## src/pkg/csc_consts.vh

```
/*
 Constants for the current sense configuration block: command code,
 field positions, reset value and blanking timing.
 Assumes a 250 MHz system clock.
*/
`ifndef CSC_CONSTS_VH
`define CSC_CONSTS_VH

`define CSC_CMD_CONFIG 8'hD0
`define CSC_RESET_VALUE 16'h620E
`define CSC_WRITE_MASK 16'hFF0F
`define CSC_BLANK_HI 15
`define CSC_BLANK_LO 11
`define CSC_COUNT_HI 10
`define CSC_COUNT_LO 8
`define CSC_METHOD_HI 3
`define CSC_METHOD_LO 2
`define CSC_RANGE_HI 1
`define CSC_RANGE_LO 0
`define CSC_METHOD_DOWN_SLOPE 2'h1
`define CSC_METHOD_UP_SLOPE 2'h2
`define CSC_METHOD_STAGE_MON 2'h3
`define CSC_RANGE_LOW 2'h0
`define CSC_RANGE_MEDIUM 2'h1
`define CSC_RANGE_HIGH 2'h2
`define CSC_BLANK_STEP_NS 32
`define CSC_CLK_PERIOD_NS 4
`define CSC_BLANK_STEP_CYC ((`CSC_BLANK_STEP_NS + `CSC_CLK_PERIOD_NS - 1) / `CSC_CLK_PERIOD_NS)

`endif

```

## src/core/csc_current_sense_config.v

```verilog
/*
 Paged current sense configuration word with blanking window and
 consecutive-event fault qualification for each output page.
 Assumes the bus interface decodes transactions into one-cycle command
 strobes, the page input is the currently selected page, and the
 switching-cycle boundary and event inputs are synchronous to mclk_i.
*/
`include "csc_consts.vh"
`timescale 1ns/10ps
`default_nettype none

module csc_current_sense_config #(
    parameter PAGES = 2,
    parameter PAGE_W = 1
) (
    // clock and reset
    input wire mclk_i,
    input wire sys_rst_i,
    // command port
    input wire cmd_valid_i,
    input wire cmd_write_i,
    input wire [7:0] cmd_code_i,
    input wire [PAGE_W-1:0] page_i,
    input wire [15:0] cmd_wdata_i,
    output reg cmd_ack_o,
    output reg cmd_nack_o,
    output reg [15:0] cmd_rdata_o,
    // switching cycle and sense events, one bit per page
    input wire [PAGES-1:0] sw_cycle_i,
    input wire [PAGES-1:0] sense_event_i,
    // decoded settings and protection, one field per page
    output wire [PAGES-1:0] blank_active_o,
    output wire [PAGES*2-1:0] sense_method_o,
    output wire [PAGES*2-1:0] sense_range_o,
    output wire [PAGES-1:0] fault_o
);

    // shared constants, sized once here so no assignment drops bits
    localparam integer BLANK_STEP_CYC = `CSC_BLANK_STEP_CYC;
    localparam [7:0] CMD_CONFIG = `CSC_CMD_CONFIG;
    localparam [15:0] RESET_VALUE = `CSC_RESET_VALUE;
    localparam [15:0] WRITE_MASK = `CSC_WRITE_MASK;

    // needed run of event cycles: twice the code plus one
    function [3:0] fault_threshold;
        input [2:0] code;
        begin
            fault_threshold = {code, 1'b1};
        end
    endfunction

    // blanking length in clock cycles; largest code still fits 8 bits
    function [7:0] blank_load;
        input [4:0] code;
        reg [31:0] full;
        begin
            full = code * BLANK_STEP_CYC;
            blank_load = full[7:0];
        end
    endfunction

    // one stored word per output page
    reg [15:0] cfg [0:PAGES-1];

    // command decode
    wire hit;
    wire page_ok;
    wire accept;
    reg next_ack;
    reg next_nack;

    assign hit = (cmd_code_i == CMD_CONFIG);
    assign page_ok = (page_i < PAGES);
    assign accept = cmd_valid_i && hit && page_ok;

    // refusal leaves every word untouched
    always @* begin
        next_ack = accept;
        next_nack = cmd_valid_i && !accept;
    end

    // command handling: answer one cycle after the strobe
    integer p;
    always @(posedge mclk_i or posedge sys_rst_i) begin
        if (sys_rst_i) begin
            for (p = 0; p < PAGES; p = p + 1) begin
                cfg[p] <= RESET_VALUE;
            end
            cmd_ack_o <= 1'b0;
            cmd_nack_o <= 1'b0;
            cmd_rdata_o <= 16'h0000;
        end else begin
            cmd_ack_o <= next_ack;
            cmd_nack_o <= next_nack;
            if (accept && cmd_write_i) begin
                // unused bits 7:4 are not stored and read back as zero
                cfg[page_i] <= cmd_wdata_i & WRITE_MASK;
            end
            if (accept && !cmd_write_i) begin
                // read data held until the next accepted read
                cmd_rdata_o <= cfg[page_i];
            end
        end
    end

    genvar g;
    generate
        for (g = 0; g < PAGES; g = g + 1) begin : page
            wire [15:0] word;
            wire [4:0] blank_code;
            wire [2:0] count_code;
            wire [3:0] threshold;
            wire blanking;
            wire evt_now;
            wire evt_cycle;
            reg [7:0] blank_cnt;
            reg evt_seen;
            reg [3:0] run_cnt;
            reg [7:0] next_blank_cnt;
            reg next_evt_seen;
            reg [3:0] next_run_cnt;

            assign word = cfg[g];
            assign blank_code = word[`CSC_BLANK_HI:`CSC_BLANK_LO];
            assign count_code = word[`CSC_COUNT_HI:`CSC_COUNT_LO];
            assign threshold = fault_threshold(count_code);
            assign blanking = (blank_cnt != 8'h00);

            // events inside the blanking window are switching noise
            assign evt_now = sense_event_i[g] && !blanking;

            // boundary cycle's own event belongs to the cycle it closes
            assign evt_cycle = evt_seen || evt_now;

            // blanking window: reload at every boundary, else run down
            always @* begin
                next_blank_cnt = blank_cnt;
                if (sw_cycle_i[g]) begin
                    // whole 32 ns steps from cycle start
                    next_blank_cnt = blank_load(blank_code);
                end else if (blanking) begin
                    next_blank_cnt = blank_cnt - 8'h01;
                end
            end

            // event latch: one event at most per switching cycle
            always @* begin
                next_evt_seen = evt_seen;
                if (sw_cycle_i[g]) begin
                    next_evt_seen = 1'b0;
                end else if (evt_now) begin
                    next_evt_seen = 1'b1;
                end
            end

            // run counter: updated at each boundary, saturates at threshold
            always @* begin
                next_run_cnt = run_cnt;
                if (sw_cycle_i[g]) begin
                    if (!evt_cycle) begin
                        next_run_cnt = 4'h0;
                    end else if (run_cnt < threshold) begin
                        next_run_cnt = run_cnt + 4'h1;
                    end
                end
            end

            // writing the word leaves the counters running on purpose
            always @(posedge mclk_i or posedge sys_rst_i) begin
                if (sys_rst_i) begin
                    blank_cnt <= 8'h00;
                    evt_seen <= 1'b0;
                    run_cnt <= 4'h0;
                end else begin
                    blank_cnt <= next_blank_cnt;
                    evt_seen <= next_evt_seen;
                    run_cnt <= next_run_cnt;
                end
            end

            // >= keeps the fault honest if the count code is lowered mid-run
            assign fault_o[g] = (run_cnt >= threshold);
            assign blank_active_o[g] = blanking;
            // code 00 is passed through unchanged; the front end treats it as unused
            assign sense_method_o[g*2 +: 2] = cfg[g][`CSC_METHOD_HI:`CSC_METHOD_LO];
            // code 11 likewise passed through as written
            assign sense_range_o[g*2 +: 2] = cfg[g][`CSC_RANGE_HI:`CSC_RANGE_LO];
        end
    endgenerate

endmodule // csc_current_sense_config

`default_nettype wire

```

## config.mk

```make
export PLATFORM = sky130hd
export DESIGN_NAME = csc_current_sense_config
export DESIGN_NICKNAME = d
export VERILOG_FILES = /design/src/core/csc_current_sense_config.v
export VERILOG_INCLUDE_DIRS = /design/src /design/src/pkg
export SDC_FILE = /design/constraint.sdc
export NUM_CORES = 1
export LEC_CHECK = 0
export BUFFER_PORTS_ARGS = -buffer_cell sky130_fd_sc_hd__buf_4
export CAP_MARGIN = 5
export CORE_ASPECT_RATIO = 0.6
export CORE_MARGIN = 8
export CORE_UTILIZATION = 55
export CTS_CLUSTER_SIZE = 28
export DETAILED_ROUTE_END_ITERATION = 16
export MAX_ROUTING_LAYER = met4
export PLACE_DENSITY = 0.81
export SKIP_CTS_REPAIR_TIMING = 1
export SLEW_MARGIN = 20
export SYNTH_ARGS = -nofsm -noshare
export SYNTH_HDL_FRONTEND = slang
export SYNTH_SLANG_ARGS = --single-unit
```

## constraint.sdc

```tcl
create_clock -name mclk_i -period 2.1 [get_ports mclk_i]
set_clock_uncertainty 0.1 [all_clocks]
set_input_delay 0.105 -clock mclk_i [delete_from_list [all_inputs] [get_ports mclk_i]]
set_output_delay 0.105 -clock mclk_i [all_outputs]
set_load 0.01 [all_outputs]
```

==> impl_metrics.tcl <==
set metrics [dict create \
    status "completed" \
    maxSlewViolCount 0 \
    grt_pass1_vias 2350 \
    hp-class "input port to flip-flop" \
    yosysWarnings 0 \
    hold_ws_ps 51.4 \
    drive_above_1_share_pct 39.5 \
    clk_path_buf_depth 2 \
    max_freq_mhz 514 \
    grt_use_met3_pct 7.67 \
    min_period_over_period_pct 92.6 \
    fin_area_sq_um 4230 \
    clockRootBuffer "clkbuf_8" \
    sw_frac_of_total_pct 31.0 \
    cts_tree "built" \
    overflow 0 \
    grt_max_degree 65 \
    clkLatencyLatePin_ps 350 \
    end_kind "flip-flop" \
    arrival_ps 2110 \
    netlist_instances 278 \
    peakVddDrop_mv 0.595 \
    die_h_microns 76.5 \
    cts_sinks 64 \
    diodes 0 \
    drt_iter0_markers 133 \
    path_depth 6 \
    final_util_pct 70.5 \
    worst_path_largest_cell_delay_ps 560 \
    met1_usage_pct 21.2 \
    worst-r2r-cell-count 6 \
    p_leak_uw 0.00208 \
    startpoint_type "flip-flop" \
    clockPowerShare_pct 31.1 \
    synth_edf_count 0 \
    grt_usage_pct 16.8 \
    yosysUniqueCellTypes 53 \
    cpMaxStageDelayCell "dfstp_2" \
    via_per_inst 5.26 \
    worst-path-buf-inv 1 \
    fp.dieW_microns 117 \
    ant_nets 0 \
    fin_setup_tns_ps 0 \
    grt_pass1_wl_microns 11200 \
    synth_area_sq_um 3360 \
    ys_seq_area_share_pct 48.2 \
    min_period_ps 1940 \
    busiest_layer "met2" \
    clk_pin_slew_ps 70 \
    cpLargestDelayFamily "flip-flops" \
    pwr-share-comb_pct 29.0 \
    antenna_found_initial 0 \
    h-tree-depth 3 \
    port_buffers 54 \
    maxSlewHeadroom_pct 60.4 \
    first_pass_iters 4 \
    wire_per_inst_microns 16.2 \
    drc 0 \
    dieArea_sq_um 8940 \
    fillCellCount 446 \
    num_rows 22 \
    ys_ff_latch 64 \
    synthFlopType "dfrtp_1" \
    power_density_nw_per_um2 930 \
    power_uw 3940 \
    wl_microns 7100 \
    rsz0062_at_grt "false" \
    core_sq_um 6000 \
    initial_core_util_pct 55.9 \
    crit_type "flip-flop to flip-flop" \
    final_nets 394 \
    placed_area_sq_um 3780 \
    synth.largest_area_cell "dfrtp_1" \
    crit_chain "inv_1, ha_1, o21ai_1, o21ai_2, or3_1, a21oi_1" \
    crit_fanout 7 \
    crit_required_ps 2260 \
    synthArstFlopShare_pct 100 \
    cts-buffers-inserted 9 \
    switchingPower_uw 1220 \
    cap_violations 0 \
    areaGrowthSynthToFinish_pct 26.1 \
    p_int_uw 2720 \
    worst_pin_slew_ps 589 \
    num_io_pins 63 \
    finalHoldViolCount 0 \
    avgSynthCellArea_sq_um 12.1 \
    synth_top_cell_area_share_pct 38.8 \
    holdPathStages 3 \
    yosys-top-cells-area "dfrtp_1 (39%), mux2_4 (13%), dfstp_2 (9.4%), ha_1 (4.5%), buf_4 (3.1%)" \
    use_met2_pct 23.6 \
    gp_congestion 0.784 \
    setup_viol 0 \
    num_vias 2304 \
    p_seq_share_pct 39.8 \
    dp_hpwl_microns 5000 \
]
[power by group through the flow]
stage / Sequential [uW] / Clock, uW / Combinational (uW)
after global routing: 1590 / 1310 / 1280
after global placement: 1570 / 0 / 1010
after CTS: 1550 / 1250 / 1070
final: 1570 / 1230 / 1140
after floorplan: 1530 / 0 / 796
after detailed placement: 1570 / 0 / 1060
[through the flow]
step / std cells / worst slack (ps)
global route: 438 / 10.4
finish: 438 / 155
global placement: 403 / 178
CTS: 419 / -50.0
detailed placement: 403 / 52.3
floorplan: 281 / 226
[cell type report]
type | count | area [sq um] | area share [%]
timing repair buffer | 79 | 653 | 15.4
clock inverter | 2 | 60.1 | 1.42
clock buffer | 14 | 173 | 4.08
inverter | 15 | 56.3 | 1.33
multi-input combinational | 180 | 1570 | 37.1
sequential | 64 | 1620 | 38.2
tap | 84 | 105 | 2.48
[placed cells by master (no fill, tap or decap), drive strengths merged, types with 4 or more instances in the layout]
cell and count:
ha 12, dfrtp 52, nand2 15, conb 4, nand3b 4, buf 60
clkbuf 14, nor2 14, nor3 4, xor2 4, dlygate4sd3 19, a21oi 7
o21ai 18, mux2 45, a211oi 7, dfstp 12, nand2b 4, inv 15
[synth_stat cells (all sizes together) (2+ instances only)]
cell type  instances
xnor2              2
nor4b              3
mux2              45
a31oi              3
clkbuf             5
nand3b             4
dfrtp             52
mux2i              2
o21ai             18
dfstp             12
or3b               2
nor2b              3
inv               15
nor2              14
xor2               4
a21oi              7
buf               17
nand2b             4
and2               2
or4                2
ha                12
nand2             15
nor3               4
nand3              3
a211oi             7
or3                3
o21bai             2
nor4               2
[worst reg2reg max path, cell delays in order, from the launching register on]
cell     delay (ps)
dfstp_2         560
inv_1            60
ha_1            290
o21ai_1         200
o21ai_2         140
or3_1           370
a21oi_1         150
[flip-flops by register name, summed over array words and instances (netlist names)]
name / count
cmd_ack_o: 1
cmd_nack_o: 1
cmd_rdata_o: 12
page.blank_cnt: 16
page.evt_seen: 2
page.run_cnt: 8
page.word: 24
[metal layers]
| layer | wire [microns] | part of all wire (%) |
|---|---|---|
| met1 | 3360 | 47 |
| met2 | 3240 | 46 |
| met3 | 442 | 6.2 |
| met4 | 55 | 0.77 |
| met5 | 0 | 0 |
[final timing paths]
kind | from | slack, ps | end
worst min-delay path | cmd_code_i[3] | 50 | cmd_ack_o
max in group asynchronous | sys_rst_i | 1300 | page[0].word[2]
worst max-delay path | page[1].word[9] | 160 | page[1].run_cnt[3]
worst max register to register | page[1].word[9] | 160 | page[1].run_cnt[3]
min in group asynchronous | sys_rst_i | 280 | page[1].run_cnt[1]
worst min register to register | cmd_rdata_o[11] | 410 | cmd_rdata_o[11]
[logic make-up after synthesis]
logic type | share of synthesized area [%]
AND/OR/NAND/NOR | 11.4
other | 0.112
buffers and inverters | 6.37
adder cells (fa/ha/maj) | 4.47
XOR/XNOR | 1.57
AO/OA/AOI/OAI | 8.83
flip-flops | 48.2
multiplexers | 19.0
(Power assumes the default switching activity.)
